$ cat config.mk
export PLATFORM = sky130hd
export DESIGN_NAME = rhd_cfg_refresh
export DESIGN_NICKNAME = d
export VERILOG_FILES = /design/src/hw/rhd_pkg.sv /design/src/hw/rhd_cfg_refresh.sv
export SDC_FILE = /design/constraint.sdc
export NUM_CORES = 1
export LEC_CHECK = 0
export ABC_CLOCK_PERIOD_IN_PS = 3550
export BUFFER_PORTS_ARGS = -buffer_cell sky130_fd_sc_hd__clkbuf_2
export CORE_AREA = 2 2 164 166
export DETAILED_ROUTE_END_ITERATION = 8
export DIE_AREA = 0 0 166 168
export PLACE_DENSITY = 0.5
export SKIP_LAST_GASP = 1
export SYNTH_ARGS = -nofsm -noshare
export SYNTH_HDL_FRONTEND = slang
export SYNTH_SLANG_ARGS = --single-unit
$ cat constraint.sdc
create_clock -name ref_clk -period 3.55 [get_ports ref_clk]
set_input_delay 0.8875 -clock ref_clk [delete_from_list [all_inputs] [get_ports ref_clk]]
set_output_delay 0.8875 -clock ref_clk [all_outputs]
set_load 0.02 [all_outputs]
$ cat src/hw/rhd_pkg.sv
package rhd_pkg;
  // register offsets on the configuration space
  localparam logic [7:0]  OFS_MEM_CMD      = 8'h7c;
  localparam logic [7:0]  OFS_HOST_IF      = 8'h80;
  localparam logic [7:0]  OFS_OUT_DEC      = 8'h82;
  localparam logic [7:0]  OFS_WIN_SMM      = 8'h83;
  // memory_command_ctrl field positions
  localparam int          MC_RQ_DEPTH      = 27;
  localparam int          MC_RQ_IDLE_LO    = 24;
  localparam int          MC_ENV_EN        = 21;
  localparam int          MC_EDO_DET       = 20;
  localparam int          MC_RFH_EN        = 19;
  localparam int          MC_CAS_RAS       = 18;
  localparam int          MC_RAS_LOW_LO    = 16;
  localparam int          MC_RAS_PRE_LO    = 14;
  localparam int          MC_INTV_LO       = 0;
  // host_interface_cfg field positions
  localparam int          HC_CAS_XBAR      = 15;
  localparam int          HC_FAST_DEC      = 14;
  localparam int          HC_GIOQ          = 12;
  localparam int          HC_LIOQ_LO       = 10;
  localparam int          HC_RDBUF_LO      = 1;
  localparam int          HC_WSLOW         = 0;
  // outbound_decode_cfg field positions
  localparam int          OD_NOT4_DIMM     = 4;
  localparam int          OD_MONO          = 2;
  localparam int          OD_HIO_MASK      = 1;
  localparam int          OD_ISA_ALIAS     = 0;
  // legacy_window_smm_ctrl field positions
  localparam int          WS_RD_EN         = 7;
  localparam int          WS_WR_EN         = 6;
  localparam int          WS_MODE_LO       = 4;
  localparam int          WS_REMAP         = 3;
  localparam int          WS_USWC          = 2;
  // reset values
  localparam logic [31:0] MEM_CMD_RST      = 32'h00c7_c411;
  localparam logic [15:0] HOST_IF_RST      = 16'h0c01;
  localparam logic [7:0]  OUT_DEC_RST      = 8'h00;
  localparam logic [7:0]  WIN_SMM_RST      = 8'h08;
  // writable masks
  localparam logic [31:0] MEM_CMD_WMASK    = 32'hffff_ffff;
  localparam logic [15:0] HOST_IF_WMASK    = 16'hcc07;
  localparam logic [7:0]  OUT_DEC_WMASK    = 8'hf7;
  localparam logic [7:0]  WIN_SMM_WMASK    = 8'hfc;
  // refresh timing bases in host clocks, and refresh queue depth
  localparam logic [2:0]  RAS_LOW_BASE     = 3'h3;
  localparam logic [2:0]  RAS_PRE_BASE     = 3'h2;
  localparam logic [5:0]  IDLE_STEP        = 6'h05;
  localparam logic [2:0]  QUEUE_MAX        = 3'h4;
  // address windows
  localparam logic [31:0] LEG_WIN_LO       = 32'h000a_0000;
  localparam logic [31:0] LEG_WIN_HI       = 32'h000b_ffff;
  localparam logic [31:0] MONO_MEM_LO      = 32'h000b_0000;
  localparam logic [31:0] MONO_MEM_HI      = 32'h000b_7fff;
  localparam logic [31:0] SMM_DEF_LO       = 32'h0003_8000;
  localparam logic [31:0] SMM_DEF_HI       = 32'h0003_ffff;
  localparam logic [31:0] SMM_REMAP_OFS    = 32'h0007_0000;
  localparam logic [15:0] MONO_IO_BASE     = 16'h03b0;
  localparam logic [15:0] MONO_IO_PORTMAP  = 16'h8730;

  typedef enum logic [1:0] {
    SMM_CLOSED    = 2'b00,
    SMM_OPEN      = 2'b01,
    SMM_LOCKED    = 2'b10,
    SMM_PROTECTED = 2'b11
  } rhd_smm_mode_t;

  typedef enum logic [1:0] {
    DEST_DRAM = 2'b00,
    DEST_PCI  = 2'b01,
    DEST_AGP  = 2'b10
  } rhd_dest_t;
endpackage

$ cat src/hw/rhd_cfg_refresh.sv
`timescale 1ns/1ps
module rhd_cfg_refresh #(
  parameter int INTV_W = 14
) (
  input  wire logic                 ref_clk,
  input  wire logic                 rstn,
  input  wire logic                 ce,
  // configuration access, one dword at a time
  input  wire logic [7:0]           cfg_addr,
  input  wire logic                 cfg_wr,
  input  wire logic                 cfg_rd,
  input  wire logic [3:0]           cfg_be,
  input  wire logic [31:0]          cfg_wdata,
  output logic      [31:0]          cfg_rdata,
  output logic                      cfg_ack,
  // reset-time host address straps
  input  wire logic [12:5]          strap_addr,
  // memory controller side
  input  wire logic                 mem_idle,
  output logic                      refresh_busy,
  output logic                      refresh_envelope_out,
  output logic                      column_strobe_n,
  output logic                      row_strobe_n,
  output logic                      edo_detect_mode,
  output logic                      cke_mux_mode,
  // host interface options
  output logic                      cas_crossbar,
  output logic                      fast_decode,
  output logic [3:0]                ioq_depth,
  output logic [2:0]                rd_buf_lines,
  output logic                      wbuf_extra_clk,
  // outbound request decode
  input  wire logic                 req_valid,
  input  wire logic [31:0]          req_addr,
  input  wire logic                 req_io,
  input  wire logic                 req_write,
  input  wire logic                 req_smm,
  input  wire logic                 req_code,
  output logic                      out_valid,
  output rhd_pkg::rhd_dest_t        out_dest,
  output logic      [31:0]          out_addr
);
  import rhd_pkg::*;

  typedef enum logic [2:0] {
    RF_IDLE = 3'b000,
    RF_WAIT = 3'b001,
    RF_LEAD = 3'b010,
    RF_LOW  = 3'b011,
    RF_PRE  = 3'b100
  } rhd_rf_state_t;

  logic [31:0]        mem_cmd_r;
  logic [15:0]        host_if_r;
  logic [7:0]         out_dec_r;
  logic [7:0]         win_smm_r;
  logic [7:0]         strap_r;
  logic               strap_take_r;
  logic [INTV_W-1:0]  intv_cnt_r;
  logic [2:0]         pend_r;
  logic [5:0]         idle_cnt_r;
  logic [2:0]         ph_cnt_r;
  rhd_rf_state_t      rf_state_r;
  rhd_rf_state_t      rf_state_nxt;

  // byte-lane merge of a write under its writable mask
  function automatic logic [31:0] merge(input logic [31:0] old_v, input logic [31:0] new_v,
                                        input logic [31:0] wmask, input logic [3:0] be);
    logic [31:0] lane;
    lane = {{8{be[3]}}, {8{be[2]}}, {8{be[1]}}, {8{be[0]}}} & wmask;
    return (old_v & ~lane) | (new_v & lane);
  endfunction

  // inclusive range test on an address
  function automatic logic in_range(input logic [31:0] a, input logic [31:0] lo, input logic [31:0] hi);
    return (a >= lo) && (a <= hi);
  endfunction

  // address decode: 7ch dword and 80h dword (host, outbound, window bytes)
  wire        sel_mc   = (cfg_addr[7:2] == OFS_MEM_CMD[7:2]);
  wire        sel_hi   = (cfg_addr[7:2] == OFS_HOST_IF[7:2]);
  wire [31:0] hi_word  = {win_smm_r, out_dec_r, host_if_r};
  wire [31:0] hi_wmask = {WIN_SMM_WMASK, OUT_DEC_WMASK, HOST_IF_WMASK};
  wire [31:0] mc_new   = merge(mem_cmd_r, cfg_wdata, MEM_CMD_WMASK, cfg_be);
  wire [31:0] hi_new   = merge(hi_word, cfg_wdata, hi_wmask, cfg_be);
  wire [31:0] rd_word  = sel_mc ? mem_cmd_r : (sel_hi ? hi_word : 32'h0000_0000);

  // write strobes per dword, gated by the clock enable
  wire        wr_mc    = ce && cfg_wr && sel_mc;
  wire        wr_hi    = ce && cfg_wr && sel_hi;

  // latched strap view folded into host interface read-only bits
  wire [15:0] host_view = {host_if_r[15:13],       // reserved and upper options
                           strap_r[2],             // global queue depth, address line 7
                           host_if_r[11:10],       // local queue depth
                           strap_r[7:6],           // cluster id, address lines 12:11
                           strap_r[5:3],           // init, bus error, address error observation
                           strap_r[1:0],           // reset vector and redundancy check mode
                           host_if_r[2:0]};

  // refresh control fields
  wire              rfh_en    = mem_cmd_r[MC_RFH_EN];
  wire              q_mode    = mem_cmd_r[MC_RQ_DEPTH];
  wire [INTV_W-1:0] intv_val  = mem_cmd_r[MC_INTV_LO +: INTV_W];
  wire [2:0]        lead_clk  = mem_cmd_r[MC_CAS_RAS] ? 3'h2 : 3'h1;
  wire [2:0]        low_clk   = RAS_LOW_BASE + {1'b0, mem_cmd_r[MC_RAS_LOW_LO +: 2]};
  wire [2:0]        pre_clk   = RAS_PRE_BASE + {1'b0, mem_cmd_r[MC_RAS_PRE_LO +: 2]};
  wire [5:0]        idle_need = 6'((mem_cmd_r[MC_RQ_IDLE_LO +: 3] + 4'h1) * IDLE_STEP);
  wire              expire    = rfh_en && (intv_cnt_r <= INTV_W'(1));
  wire [2:0]        pend_cap  = q_mode ? QUEUE_MAX : 3'h1;
  wire              start_ok  = (pend_r != 3'h0) && (!q_mode || (idle_cnt_r >= idle_need));
  wire              ph_done   = (ph_cnt_r <= 3'h1);
  wire              rf_take   = (rf_state_r == RF_WAIT) && start_ok && rfh_en;

  // phase flags of the next state, shared by the pin registers
  wire              lead_nxt  = (rf_state_nxt == RF_LEAD);
  wire              low_nxt   = (rf_state_nxt == RF_LOW);
  wire              busy_nxt  = lead_nxt || low_nxt || (rf_state_nxt == RF_PRE);

  // configuration registers
  always_ff @(posedge ref_clk) begin
    if (!rstn) begin
      mem_cmd_r <= MEM_CMD_RST;
      host_if_r <= HOST_IF_RST;
      out_dec_r <= OUT_DEC_RST;
      win_smm_r <= WIN_SMM_RST;
    end else if (wr_mc) begin
      mem_cmd_r <= mc_new;
    end else if (wr_hi) begin
      host_if_r <= hi_new[15:0];
      out_dec_r <= hi_new[23:16];
      win_smm_r <= hi_new[31:24];
    end
  end

  // straps follow the pins while reset is held and on the first enabled clock after it, then freeze
  always_ff @(posedge ref_clk) begin
    if (!rstn) begin
      strap_take_r <= 1'b1;
    end else if (ce) begin
      strap_take_r <= 1'b0;
    end
  end

  // strap capture register, frozen with the clock enable
  always_ff @(posedge ref_clk) begin
    if (!rstn || (ce && strap_take_r)) begin
      strap_r <= strap_addr;
    end
  end

  // read data and acknowledge
  always_ff @(posedge ref_clk) begin
    if (!rstn) begin
      cfg_rdata <= 32'h0000_0000;
      cfg_ack   <= 1'b0;
    end else if (ce) begin
      cfg_ack   <= cfg_wr || cfg_rd;
      if (cfg_rd) begin
        cfg_rdata <= sel_hi ? {rd_word[31:16], host_view} : rd_word;
      end
    end
  end

  // interval counter reloads on every expiry; a write to the
  // command dword restarts it from the new count at once
  always_ff @(posedge ref_clk) begin
    if (!rstn) begin
      intv_cnt_r <= INTV_W'(MEM_CMD_RST[MC_INTV_LO +: INTV_W]);
    end else if (ce) begin
      if (wr_mc) begin
        intv_cnt_r <= mc_new[MC_INTV_LO +: INTV_W];
      end else if (!rfh_en || expire) begin
        intv_cnt_r <= intv_val;
      end else begin
        intv_cnt_r <= intv_cnt_r - INTV_W'(1);
      end
    end
  end

  // pending refresh requests, queue of four or direct
  always_ff @(posedge ref_clk) begin
    if (!rstn) begin
      pend_r <= 3'h0;
    end else if (ce) begin
      if (!rfh_en) begin
        pend_r <= 3'h0;
      end else if (expire && !rf_take && (pend_r < pend_cap)) begin
        pend_r <= pend_r + 3'h1;
      end else if (rf_take && !(expire && (pend_r <= pend_cap))) begin
        pend_r <= pend_r - 3'h1;
      end
    end
  end

  // idle clocks seen on the memory bus
  always_ff @(posedge ref_clk) begin
    if (!rstn) begin
      idle_cnt_r <= 6'h00;
    end else if (ce) begin
      if (!mem_idle || rf_take) begin
        idle_cnt_r <= 6'h00;
      end else if (idle_cnt_r != 6'h3f) begin
        idle_cnt_r <= idle_cnt_r + 6'h01;
      end
    end
  end

  // refresh cycle sequencer
  always_comb begin
    case (rf_state_r)
      RF_IDLE: rf_state_nxt = rfh_en ? RF_WAIT : RF_IDLE;
      RF_WAIT: rf_state_nxt = !rfh_en ? RF_IDLE : (rf_take ? RF_LEAD : RF_WAIT);
      RF_LEAD: rf_state_nxt = ph_done ? RF_LOW : RF_LEAD;
      RF_LOW:  rf_state_nxt = ph_done ? RF_PRE : RF_LOW;
      RF_PRE:  rf_state_nxt = ph_done ? RF_IDLE : RF_PRE;
      default: rf_state_nxt = RF_IDLE;
    endcase
  end

  // sequencer state and phase length counter
  always_ff @(posedge ref_clk) begin
    if (!rstn) begin
      rf_state_r <= RF_IDLE;
      ph_cnt_r   <= 3'h0;
    end else if (ce) begin
      rf_state_r <= rf_state_nxt;
      case (rf_state_r)
        RF_WAIT: ph_cnt_r <= lead_clk;
        RF_LEAD: ph_cnt_r <= ph_done ? low_clk : ph_cnt_r - 3'h1;
        RF_LOW:  ph_cnt_r <= ph_done ? pre_clk : ph_cnt_r - 3'h1;
        default: ph_cnt_r <= ph_cnt_r - 3'h1;
      endcase
    end
  end

  // strobe and envelope pins, column leads row, both rise together
  always_ff @(posedge ref_clk) begin
    if (!rstn) begin
      column_strobe_n      <= 1'b1;
      row_strobe_n         <= 1'b1;
      refresh_envelope_out <= 1'b0;
      refresh_busy         <= 1'b0;
    end else if (ce) begin
      column_strobe_n      <= !(lead_nxt || low_nxt);
      row_strobe_n         <= !low_nxt;
      refresh_envelope_out <= mem_cmd_r[MC_ENV_EN] && busy_nxt;
      refresh_busy         <= busy_nxt;
    end
  end

  // option outputs to the rest of the bridge
  wire [3:0] lioq      = 4'h1 << host_if_r[HC_LIOQ_LO +: 2];
  wire [3:0] gioq      = strap_r[2] ? 4'h1 : 4'h8;
  wire [3:0] ioq_sel   = (lioq < gioq) ? lioq : gioq;
  wire [2:0] rdbuf_sel = (host_if_r[HC_RDBUF_LO +: 2] == 2'b10) ? 3'h4 :
                         (host_if_r[HC_RDBUF_LO +: 2] == 2'b01) ? 3'h2 : 3'h1;

  // option registers, one clock behind the configuration bits
  always_ff @(posedge ref_clk) begin
    if (!rstn) begin
      edo_detect_mode <= 1'b0;
      cke_mux_mode    <= 1'b0;
      cas_crossbar    <= 1'b0;
      fast_decode     <= 1'b0;
      ioq_depth       <= 4'h1;
      rd_buf_lines    <= 3'h1;
      wbuf_extra_clk  <= 1'b1;
    end else if (ce) begin
      edo_detect_mode <= mem_cmd_r[MC_EDO_DET];
      cke_mux_mode    <= out_dec_r[OD_NOT4_DIMM];
      cas_crossbar    <= host_if_r[HC_CAS_XBAR];
      fast_decode     <= host_if_r[HC_FAST_DEC];
      ioq_depth       <= ioq_sel;
      rd_buf_lines    <= rdbuf_sel;
      wbuf_extra_clk  <= host_if_r[HC_WSLOW];
    end
  end

  // outbound decode of one request
  wire [15:0] io_lo     = req_addr[15:0];
  wire [3:0]  io_port   = io_lo[3:0];
  wire        mono_io   = (io_lo[15:4] == MONO_IO_BASE[15:4]) && MONO_IO_PORTMAP[io_port];
  wire        mono_hit  = out_dec_r[OD_MONO] &&
                          (req_io ? mono_io : in_range(req_addr, MONO_MEM_LO, MONO_MEM_HI));
  wire        alias_hit = out_dec_r[OD_ISA_ALIAS] && (req_addr[9:8] != 2'b00);
  wire [31:0] io_addr   = {out_dec_r[OD_HIO_MASK] ? 16'h0000 : req_addr[31:16],
                           alias_hit ? 6'h00 : req_addr[15:10], req_addr[9:0]};
  wire        remap_hit = win_smm_r[WS_REMAP] && req_smm && in_range(req_addr, SMM_DEF_LO, SMM_DEF_HI);
  wire [31:0] mem_addr  = remap_hit ? req_addr + SMM_REMAP_OFS : req_addr;
  wire        win_hit   = in_range(mem_addr, LEG_WIN_LO, LEG_WIN_HI);
  wire        win_en    = req_write ? win_smm_r[WS_WR_EN] : win_smm_r[WS_RD_EN];
  wire [1:0]  smm_mode  = win_smm_r[WS_MODE_LO +: 2];
  wire        smm_dram  = (smm_mode == SMM_OPEN) || (req_smm &&
                          ((smm_mode == SMM_PROTECTED) || req_code));

  // destination choice, memory above the window goes to dram
  rhd_dest_t  dest_sel;
  assign dest_sel = req_io ? (mono_hit ? DEST_PCI : DEST_AGP) :
                    mono_hit ? DEST_PCI :
                    !win_hit ? DEST_DRAM :
                    (win_en && smm_dram) ? DEST_DRAM : DEST_PCI;

  // registered decode result, held until the next request
  always_ff @(posedge ref_clk) begin
    if (!rstn) begin
      out_valid <= 1'b0;
      out_dest  <= DEST_DRAM;
      out_addr  <= 32'h0000_0000;
    end else if (ce) begin
      out_valid <= req_valid;
      if (req_valid) begin
        out_dest <= dest_sel;
        out_addr <= req_io ? io_addr : mem_addr;
      end
    end
  end
endmodule

Word-level counts from Yosys, hierarchy flattened --
Memories as Yosys holds them, arrays and structs flattened. Index checks and enable logic that the tools add are counted.
Storage, ports and cells: ROM bits 16, register bits 186, bits of input ports 95, word-level logic and storage cells 164, memories 1
Operators by class: $lt $le $gt $ge 13, mux-type cells 38, reduce and logical (&&, ||, !) cells 49, $add $sub $neg 9, bitwise operators 9, $mul 1, equality and inequality tests 16, shift-type cells 1
Memories:
- (name not given) | depth 16, bits a word 1, rd ports 1, clocked after Yosys merged registers in 0, wr ports 0, RTL line rhd_cfg_refresh.sv:283 | wire mono_io = (io_lo[15:4] == MONO_IO_BASE[15:4]) && MONO_IO_PORTMAP[io_port];
Operators with widths (number):
- AND 32 bit | 4
- two-way mux 32 bit | 4
- >= comparator 32 x 20 -> 1 bit, second input constant | 2
- <= comparator 32 x 20 -> 1 bit, second input constant | 2
- NOT 32 bit | 2
- OR 32 bit | 2
- adder 32 x 19 -> 32 bit, second input constant | 1
- >= comparator 32 x 18 -> 1 bit, second input constant | 1
- <= comparator 32 x 18 -> 1 bit, second input constant | 1
- two-way mux 16 bit | 2
- two-way mux 14 bit | 2
- two-way mux 3 bit | 9
- logical AND 1 bit | 23
- two-way mux 6 bit | 3
- one-hot mux 3 bit (5 select lines) | 1
- <= comparator 14 x 1 -> 1 bit, second input constant | 1
- subtractor 14 x 1 -> 14 bit, second input constant | 1
- equality test 12 x 6 -> 1 bit, second input constant | 1
- equality test 3 x 2 -> 1 bit, second input constant | 4
- two-way mux 2 bit | 6
- AND reduction 2 bit | 5
- logical OR 1 bit | 9
- one-hot mux 3 bit (3 select lines) | 1
- logical NOT 1 bit | 8
- 27 further kinds | 41

Logic depth before layout (Yosys ltp) --
Gate-level depths: netlist of the first run.
depth in word-level cells 14, gate-level depth with buffers 14, mapped depth without buffers 14

Least setup slack after synthesis of the first run --
OpenSTA, ideal clock, no wires.
path type register to register, start register with a tool-made name, end register pend_r[2], slack -84 ps, stages on the path, launching flop included 15, setup time 74 ps, data required time 3476 ps, data arrival time 3559 ps, period minus slack after synthesis 3634 ps, path through dfxtp_1 -> ha_1 -> ha_1 -> ha_1 -> fa_1 -> inv_1 -> ha_1 -> a21o_1 -> a211o_1 -> a41o_1 -> a21oi_2 -> fa_1 -> xnor2_1 -> or4_1 -> a31oi_1
RTL lines:
- end signal: assignment | RTL line rhd_cfg_refresh.sv:189 | pend_r <= pend_r + 3'h1;
- end signal: assignment | RTL line rhd_cfg_refresh.sv:191 | pend_r <= pend_r - 3'h1;
- end: declaration | RTL line rhd_cfg_refresh.sv:60 | logic [2:0] pend_r;

==> results of run 1 <==
[layer usage]
metal	up-vias	track usage, %	wire length (um)
met2	197	26.8	10800
met3	15	4.70	1400
met1	3437	23.6	11500
li1	3678	-	-
met5	-	0	13
met4	2	4.50	281
[worst min-delay path, cell delays in order, from the launching register on]
cell	delay [ns]
sky130_fd_sc_hd__dfxtp_1	0.31
sky130_fd_sc_hd__nand2_1	0.05
sky130_fd_sc_hd__a21oi_1	0.05
[per-stage QoR]
step	setup WS [ns]	total power, mW	area, sq um
2_1_floorplan	0.0149	2.36	7810
5_1_grt	-0.177	4.57	9810
3_5_place_dp	-0.117	2.55	9130
4_1_cts	-0.0368	4.42	9730
6_report	0.00679	4.38	9810
3_3_place_gp	-0.0711	2.55	9130
[area by class of cell]
class / count / area (sq um) / share of cell area, %
antenna: 1 / 2.50 / 0.0255
clock buffer: 18 / 439 / 4.48
sequential: 174 / 3570 / 36.4
clock inverter: 14 / 145 / 1.48
inverter: 32 / 123 / 1.25
timing repair buffer: 207 / 1130 / 11.5
multi-input combinational: 675 / 3970 / 40.5
tap: 341 / 427 / 4.35
[placed cells by master, fill, tap and decap left out, types with 5 or more instances in the layout]
cell type / instances
sky130_fd_sc_hd__inv_8: 5
sky130_fd_sc_hd__a22oi_1: 19
sky130_fd_sc_hd__dfxtp_1: 164
sky130_fd_sc_hd__nor3_1: 42
sky130_fd_sc_hd__clkbuf_2: 176
sky130_fd_sc_hd__nand2_1: 137
sky130_fd_sc_hd__ha_1: 17
sky130_fd_sc_hd__a221oi_1: 29
sky130_fd_sc_hd__nor2b_1: 5
sky130_fd_sc_hd__nand2b_1: 5
sky130_fd_sc_hd__o21ai_0: 22
sky130_fd_sc_hd__nor2_1: 108
sky130_fd_sc_hd__and2_1: 5
sky130_fd_sc_hd__mux2i_1: 17
sky130_fd_sc_hd__xnor2_1: 15
sky130_fd_sc_hd__nand3_1: 56
sky130_fd_sc_hd__nor4_1: 8
sky130_fd_sc_hd__o211ai_1: 16
sky130_fd_sc_hd__clkbuf_16: 17
sky130_fd_sc_hd__a21oi_1: 90
sky130_fd_sc_hd__inv_1: 30
sky130_fd_sc_hd__buf_4: 29
sky130_fd_sc_hd__edfxtp_1: 8
sky130_fd_sc_hd__nand4_1: 6
[final timing paths]
| path | start | end | slack (ns) | cells after the start |
|---|---|---|---|---|
| hold reg to reg | cfg_rdata[24]$_SDFFE_PN0P_ | cfg_rdata[24]$_SDFFE_PN0P_ | 0.45 | 2 |
| setup reg to reg | flip-flop | pend_r[2]$_SDFFE_PN0P_ | 0.007 | 14 |
| hold / removal | cfg_rdata[24]$_SDFFE_PN0P_ | cfg_rdata[24]$_SDFFE_PN0P_ | 0.45 | 2 |
| setup / recovery | flip-flop | pend_r[2]$_SDFFE_PN0P_ | 0.007 | 14 |
[repair_timing]
item                       CTS  global route
buffers inserted             0             4
resized for setup            2            13
setup endpoints to repair    6            11
pin swaps                    5             8
[Yosys cell counts, types with 3 or more instances]
cell type | count | area [sq um]
sky130_fd_sc_hd__o21a_1 | 4 | 30.0
sky130_fd_sc_hd__dfxtp_1 | 166 | 3320
sky130_fd_sc_hd__nand4b_1 | 3 | 26.3
sky130_fd_sc_hd__ha_1 | 21 | 263
sky130_fd_sc_hd__nor2b_1 | 6 | 37.5
sky130_fd_sc_hd__clkbuf_1 | 53 | 199
sky130_fd_sc_hd__nand2_1 | 137 | 514
sky130_fd_sc_hd__a31oi_1 | 4 | 25.0
sky130_fd_sc_hd__nor2_1 | 108 | 405
sky130_fd_sc_hd__mux2i_1 | 17 | 170
sky130_fd_sc_hd__o21ai_0 | 24 | 120
sky130_fd_sc_hd__nand4_1 | 6 | 37.5
sky130_fd_sc_hd__xnor2_1 | 15 | 131
sky130_fd_sc_hd__inv_1 | 32 | 120
sky130_fd_sc_hd__buf_1 | 6 | 22.5
sky130_fd_sc_hd__nand3_1 | 56 | 280
sky130_fd_sc_hd__a22oi_1 | 19 | 143
sky130_fd_sc_hd__a21oi_1 | 92 | 460
sky130_fd_sc_hd__nand2b_1 | 6 | 37.5
sky130_fd_sc_hd__edfxtp_1 | 8 | 240
sky130_fd_sc_hd__mux2_2 | 4 | 45.0
sky130_fd_sc_hd__and3_1 | 4 | 25.0
sky130_fd_sc_hd__and2_1 | 6 | 37.5
sky130_fd_sc_hd__nor3_1 | 44 | 220
sky130_fd_sc_hd__a221oi_1 | 32 | 280
sky130_fd_sc_hd__nor4_1 | 10 | 62.6
sky130_fd_sc_hd__o211ai_1 | 16 | 120
sky130_fd_sc_hd__or3_1 | 3 | 18.8
[cells by family after synthesis]
logic type | after synthesis | share of synthesized area (%)
and+or+nand+nor | 399 | 23.3
DFF | 174 | 45.8
buffers and inverters | 93 | 4.52
xor gates and xnor gates | 16 | 1.80
adders and majority gates | 23 | 3.90
AOI/OAI and AO/OA | 216 | 17.9
muxes | 21 | 2.77
[power breakdown]
| group | total, mW | switching (mW) | internal (mW) |
|---|---|---|---|
| combinational | 0.443 | 0.284 | 0.159 |
| sequential | 2.06 | 0.0379 | 2.02 |
| clock | 1.87 | 0.914 | 0.959 |
==> flow_summary.json, run 1 <==
{
  "initial_core_util_pct": 29.5,
  "num_vias": 7329,
  "synth-async-reset-ratio_pct": 0,
  "status": "completed",
  "timing.slew.headroom_pct": 44.7,
  "drt-initial-drc-count": 446,
  "fraction_of_final_layout_cells_sized_beyond_drive_strength_1_pct": 24.1,
  "maximum_fanout_along_the_worst_path": 4,
  "yosys_warnings": 0,
  "place_congestion": 0.803,
  "avgRoutedWirePerCell_um": 16.4,
  "grt_setup_unrepaired": "true",
  "slew_at_the_pin_closest_to_its_max_slew_limit_ns": 0.829,
  "tritoncts": "done",
  "fin_worst_skew_ns": 0.0106,
  "synth.distinct_cells": 59,
  "path_class": "flip-flop to flip-flop",
  "synthesis.area_sq_um": 7770,
  "timing.critical_path.buf_inv": 1,
  "cpMostUsedCell": "sky130_fd_sc_hd__ha_4",
  "grt_first_pass_wirelength_mm": 38.6,
  "post-route-min-period_ns": 3.54,
  "detailedRoute.firstPassIterationCount": 6,
  "leakage_nw": 3.98,
  "final.period_utilization_pct": 99.8,
  "htree_num_levels": 4,
  "route.detailed.drc": 0,
  "worst_setup_path_end_kind": "flip-flop",
  "finalSetupViolations": 0,
  "synth_enable_flop_cells": 8,
  "n_fill_cell": 2760,
  "cts.sinks": 174,
  "count_of_state_elements_after_synthesis": 174,
  "layout.cells.non_filler": 1462,
  "worstPathCellList": "ha_4 > ha_4 > ha_4 > fa_1 > inv_2 > ha_4 > a21o_1 > a211o_1 > a41o_1 > a21oi_2 > fa_2 > xnor2_1 > or4_1 > a31oi_1",
  "cts-hold-fix-buffers": 0,
  "clock_latency_ns": 0.43,
  "cp_slowest_cell": "sky130_fd_sc_hd__fa_1",
  "timing.critical_path.slowest_cell_delay_ns": 0.50,
  "io_pins": 179,
  "fin_hold_ws_ns": 0.452,
  "final.setup.tns_ns": 0,
  "syn_area_per_cell_sq_um": 8.25,
  "synth_seq_area_share_pct": 45.8,
  "synthesis.instances": 942,
  "critPathRequiredTime_ns": 3.90,
  "slew_viol_final": 0,
  "setup.worst_path.start_class": "flip-flop",
  "globalRouteOverflowTotal": 0,
  "core_box_area_sq_um": 26400,
  "fin_util_pct": 37.2,
  "die_height_um": 168,
  "drt-total-wl_mm": 24.0,
  "postSynthNetCount": 1060,
  "largest_net_degree_at_the_start_of_global_routing": 67,
  "dpl.hpwl_mm": 17.3,
  "worstPathArrival_ns": 3.89,
  "worst_hold_check_path_type": "flip-flop to flip-flop",
  "ant_nets": 0,
  "vias_in_the_first_global_route": 6986,
  "io_buffer_count": 176,
  "ys.flop_type": "sky130_fd_sc_hd__dfxtp_1",
  "timing.max_cap.violations": 0,
  "finish.net_count": 1225,
  "gr-usage-all-layers_pct": 17.2,
  "max_frequency_mhz": 282,
  "cts.reportedPaths.clkPinSlew_ns": 0.07,
  "avgViaCountPerCell": 5.01,
  "power.ir.vdd_worst_v": 0.000292,
  "cts_made_buffers": 17,
  "die-area_sq_um": 27900,
  "hold_viol": 0,
  "clockRootBuffer": "sky130_fd_sc_hd__clkbuf_16",
  "timing.critical_path.max_delay_family": "adder cells",
  "grt_antenna_before_repair": 2,
  "placed_cells_incl_taps": 1425,
  "placement_rows": 60,
  "power_density_nw_per_um2": 446,
  "cts_buffer_depth": 2,
  "syn_to_final_growth_pct": 26.2,
  "die_w_um": 166
}
Power figures use the tool's default switching activity.
==> run 2: changes to the inputs <==
--- a/config.mk
+++ b/config.mk
@@ -8,8 +8,8 @@
 export ABC_CLOCK_PERIOD_IN_PS = 3550
 export BUFFER_PORTS_ARGS = -buffer_cell sky130_fd_sc_hd__clkbuf_2
-export CORE_AREA = 2 2 164 166
+export CORE_AREA = 2 2 129 131
 export DETAILED_ROUTE_END_ITERATION = 8
-export DIE_AREA = 0 0 166 168
-export PLACE_DENSITY = 0.5
+export DIE_AREA = 0 0 131 133
+export PLACE_DENSITY = 0.75
 export SKIP_LAST_GASP = 1
 export SYNTH_ARGS = -nofsm -noshare
==> constraint.sdc (replaced) <==
create_clock -name ref_clk -period 3.55 [get_ports ref_clk]
set_input_delay 0.8875 -clock ref_clk [delete_from_list [all_inputs] [get_ports ref_clk]]
set_output_delay 0.8875 -clock ref_clk [all_outputs]
set_load 0.1 [all_outputs]
==> run 2 against run 1 <==
The flow now finishes with violations (negative setup slack). Global-route usage up 7.9 points. Clock-buffer cell count increased by 4. Sequential cell count is the same. Largest cell class unchanged.
==> flow_summary.json, run 2 (synthesized netlist as in run 1, its figures left out) <==
{
  "status": "finished, violations left",
  "violations": "negative setup slack",
  "timing.critical_path.max_delay_family": "adder cells",
  "finalWorstSetupSlack_ns": -0.0127,
  "post_cts.repair.setup_buffers": 0,
  "holdPathStages": 2,
  "power.ir.vdd_worst_v": 0.000349,
  "htree_num_levels": 4,
  "grt_setup_unrepaired": "true",
  "io_buffer_count": 176,
  "post-route-min-period_ns": 3.56,
  "avgViaCountPerCell": 5.60,
  "grt_antenna_before_repair": 1,
  "worst_hold_check_path_type": "flip-flop to flip-flop",
  "timing.critical_path.buf_inv": 1,
  "critPathRequiredTime_ns": 3.89,
  "die_w_um": 131,
  "avgRoutedWirePerCell_um": 16.3,
  "power_density_nw_per_um2": 485,
  "ant_nets": 0,
  "power_mw": 4.64,
  "core_box_area_sq_um": 16200,
  "vias_in_the_first_global_route": 6912,
  "path_class": "flip-flop to flip-flop",
  "timing.hold.worst.start": "cfg_rdata[25]$_SDFFE_PN0P_",
  "timing.critical_path.slowest_cell_delay_ns": 0.47,
  "die-area_sq_um": 17400,
  "dr_wl_met2_mm": 9.77,
  "final.period_utilization_pct": 100,
  "cts.sinks": 174,
  "place_congestion": 0.847,
  "finalSetupViolations": 1,
  "cp_slowest_cell": "sky130_fd_sc_hd__fa_1",
  "most_frequent_cells_in_the_layout": "176 x sky130_fd_sc_hd__clkbuf_2, 164 x sky130_fd_sc_hd__dfxtp_1, 137 x sky130_fd_sc_hd__nand2_1",
  "drt-total-wl_mm": 21.7,
  "finish.net_count": 1216,
  "num_vias": 7458,
  "grt_first_pass_wirelength_mm": 34.7,
  "cts.reportedPaths.clkPinSlew_ns": 0.07,
  "worstPathCellList": "ha_4 > ha_4 > ha_2 > fa_1 > inv_1 > ha_4 > a21o_1 > a211o_1 > a41o_1 > a21oi_2 > fa_2 > xnor2_1 > or4_1 > a31oi_1",
  "gr-usage-all-layers_pct": 25.1,
  "initial_core_util_pct": 48.1,
  "io_pins": 179,
  "fin_worst_skew_ns": 0.00945,
  "slew_viol_final": 0,
  "route.detailed.drc": 0,
  "wl_met1_mm": 9.78,
  "timing.hold.worst_endpoint": "cfg_rdata[25]$_SDFFE_PN0P_",
  "timing.max_cap.violations": 0,
  "die_height_um": 133,
  "drt-initial-drc-count": 641,
  "clockRootBuffer": "sky130_fd_sc_hd__clkbuf_16",
  "worst_setup_path_end_kind": "flip-flop",
  "detailedRoute.firstPassIterationCount": 5,
  "cpMostUsedCell": "sky130_fd_sc_hd__ha_4",
  "dpl.hpwl_mm": 15.0,
  "hold_viol": 0,
  "globalRouteOverflowTotal": 0,
  "timing.slew.headroom_pct": 46.6,
  "clock_latency_ns": 0.43,
  "highest-signal-layer": "met4",
  "syn_to_final_growth_pct": 23.0,
  "setup.worst_path.start_class": "flip-flop",
  "maximum_fanout_along_the_worst_path": 4,
  "largest_net_degree_at_the_start_of_global_routing": 70,
  "cts_made_buffers": 17,
  "tritoncts": "done",
  "cts-hold-fix-buffers": 0,
  "cts_buffer_depth": 2,
  "worstPathArrival_ns": 3.90,
  "slew_at_the_pin_closest_to_its_max_slew_limit_ns": 0.801,
  "final_common_cell": "sky130_fd_sc_hd__clkbuf_2",
  "regToRegEndpoint": "pend_r[2]$_SDFFE_PN0P_",
  "fraction_of_final_layout_cells_sized_beyond_drive_strength_1_pct": 23.0,
  "dr_wl_met3_mm": 1.78,
  "r2r.worst_path.cells": 14,
  "placement_rows": 47,
  "max_frequency_mhz": 281,
  "reg2reg_setup_slack_ns": -0.01,
  "fin_util_pct": 59.1,
  "leakage_nw": 3.94
}
run 2: cell types whose count changed in the layout (fill, tap and decap cells not counted), sizes merged:
| cell | change |
|---|---|
| bufinv | +2 |
| clkinvlp | -1 |
| clkbuf | +4 |
| clkinv | +3 |
| buf | -9 |
| inv | -8 |
run 2: per-layer routing:
layer / global-route usage [%] / vias up
met5: 0 / -
met3: 6.87 / 28
met1: 34.2 / 3474
met2: 38.8 / 302
li1: - / 3654
met4: 7.27 / 0
run 2: worst max-delay path by stage:
stage | startpoint | endpoint | slack, ns | cells after the start
5_1_grt | flip-flop | pend_r[2]$_SDFFE_PN0P_ | -0.18 | 14
4_1_cts | flip-flop | pend_r[2]$_SDFFE_PN0P_ | -0.04 | 14
3_5_place_dp | flip-flop | pend_r[2]$_SDFFE_PN0P_ | -0.07 | 14
6_report | flip-flop | pend_r[2]$_SDFFE_PN0P_ | -0.01 | 14
2_1_floorplan | flip-flop | pend_r[2]$_SDFFE_PN0P_ | 0.01 | 14
3_3_place_gp | flip-flop | pend_r[2]$_SDFFE_PN0P_ | -0.02 | 14
run 2: worst register-to-register path: stages (launching register included):
cell	delay, ns
sky130_fd_sc_hd__dfxtp_4	0.36
sky130_fd_sc_hd__ha_4	0.28
sky130_fd_sc_hd__ha_4	0.19
sky130_fd_sc_hd__ha_2	0.16
sky130_fd_sc_hd__fa_1	0.47
sky130_fd_sc_hd__inv_1	0.06
sky130_fd_sc_hd__ha_4	0.21
sky130_fd_sc_hd__a21o_1	0.17
sky130_fd_sc_hd__a211o_1	0.28
sky130_fd_sc_hd__a41o_1	0.24
sky130_fd_sc_hd__a21oi_2	0.19
sky130_fd_sc_hd__fa_2	0.22
sky130_fd_sc_hd__xnor2_1	0.08
sky130_fd_sc_hd__or4_1	0.40
sky130_fd_sc_hd__a31oi_1	0.16
run 2: final cells by class:
| class | instances | area, sq um |
|---|---|---|
| antenna | 1 | 2.50 |
| tap | 220 | 275 |
| clock inverter | 10 | 111 |
| fill | 1465 | 6610 |
| timing repair buffer | 198 | 1060 |
| sequential | 174 | 3570 |
| inverter | 32 | 121 |
| multi-input combinational | 675 | 3940 |
| clock buffer | 22 | 484 |
run 2: where the power goes:
group	switching, mW	leakage [nW]	internal [mW]	total, mW
Clock	0.785	0.296	1.11	1.90
Combinational	0.523	2.21	0.155	0.678
Sequential	0.0373	1.43	2.03	2.06
run 2: repair_timing:
item,in CTS,in global routing
pin swaps,2,5
gates resized for setup,3,4
endpoints found under the setup margin,4,12
run 2: through the flow:
step                hold WS, ns  instances  instance area [sq um]  setup WS (ns)  TNS, ns
detailed placement        0.445       1299                   8930        -0.0703  -0.0992
global route              0.464       1332                   9560         -0.181   -0.181
finish                    0.451       1332                   9560        -0.0127  -0.0127
floorplan                 0.431        942                   7810         0.0149        0
global placement          0.437       1299                   8930        -0.0243  -0.0243
CTS                       0.454       1331                   9540        -0.0360  -0.0360
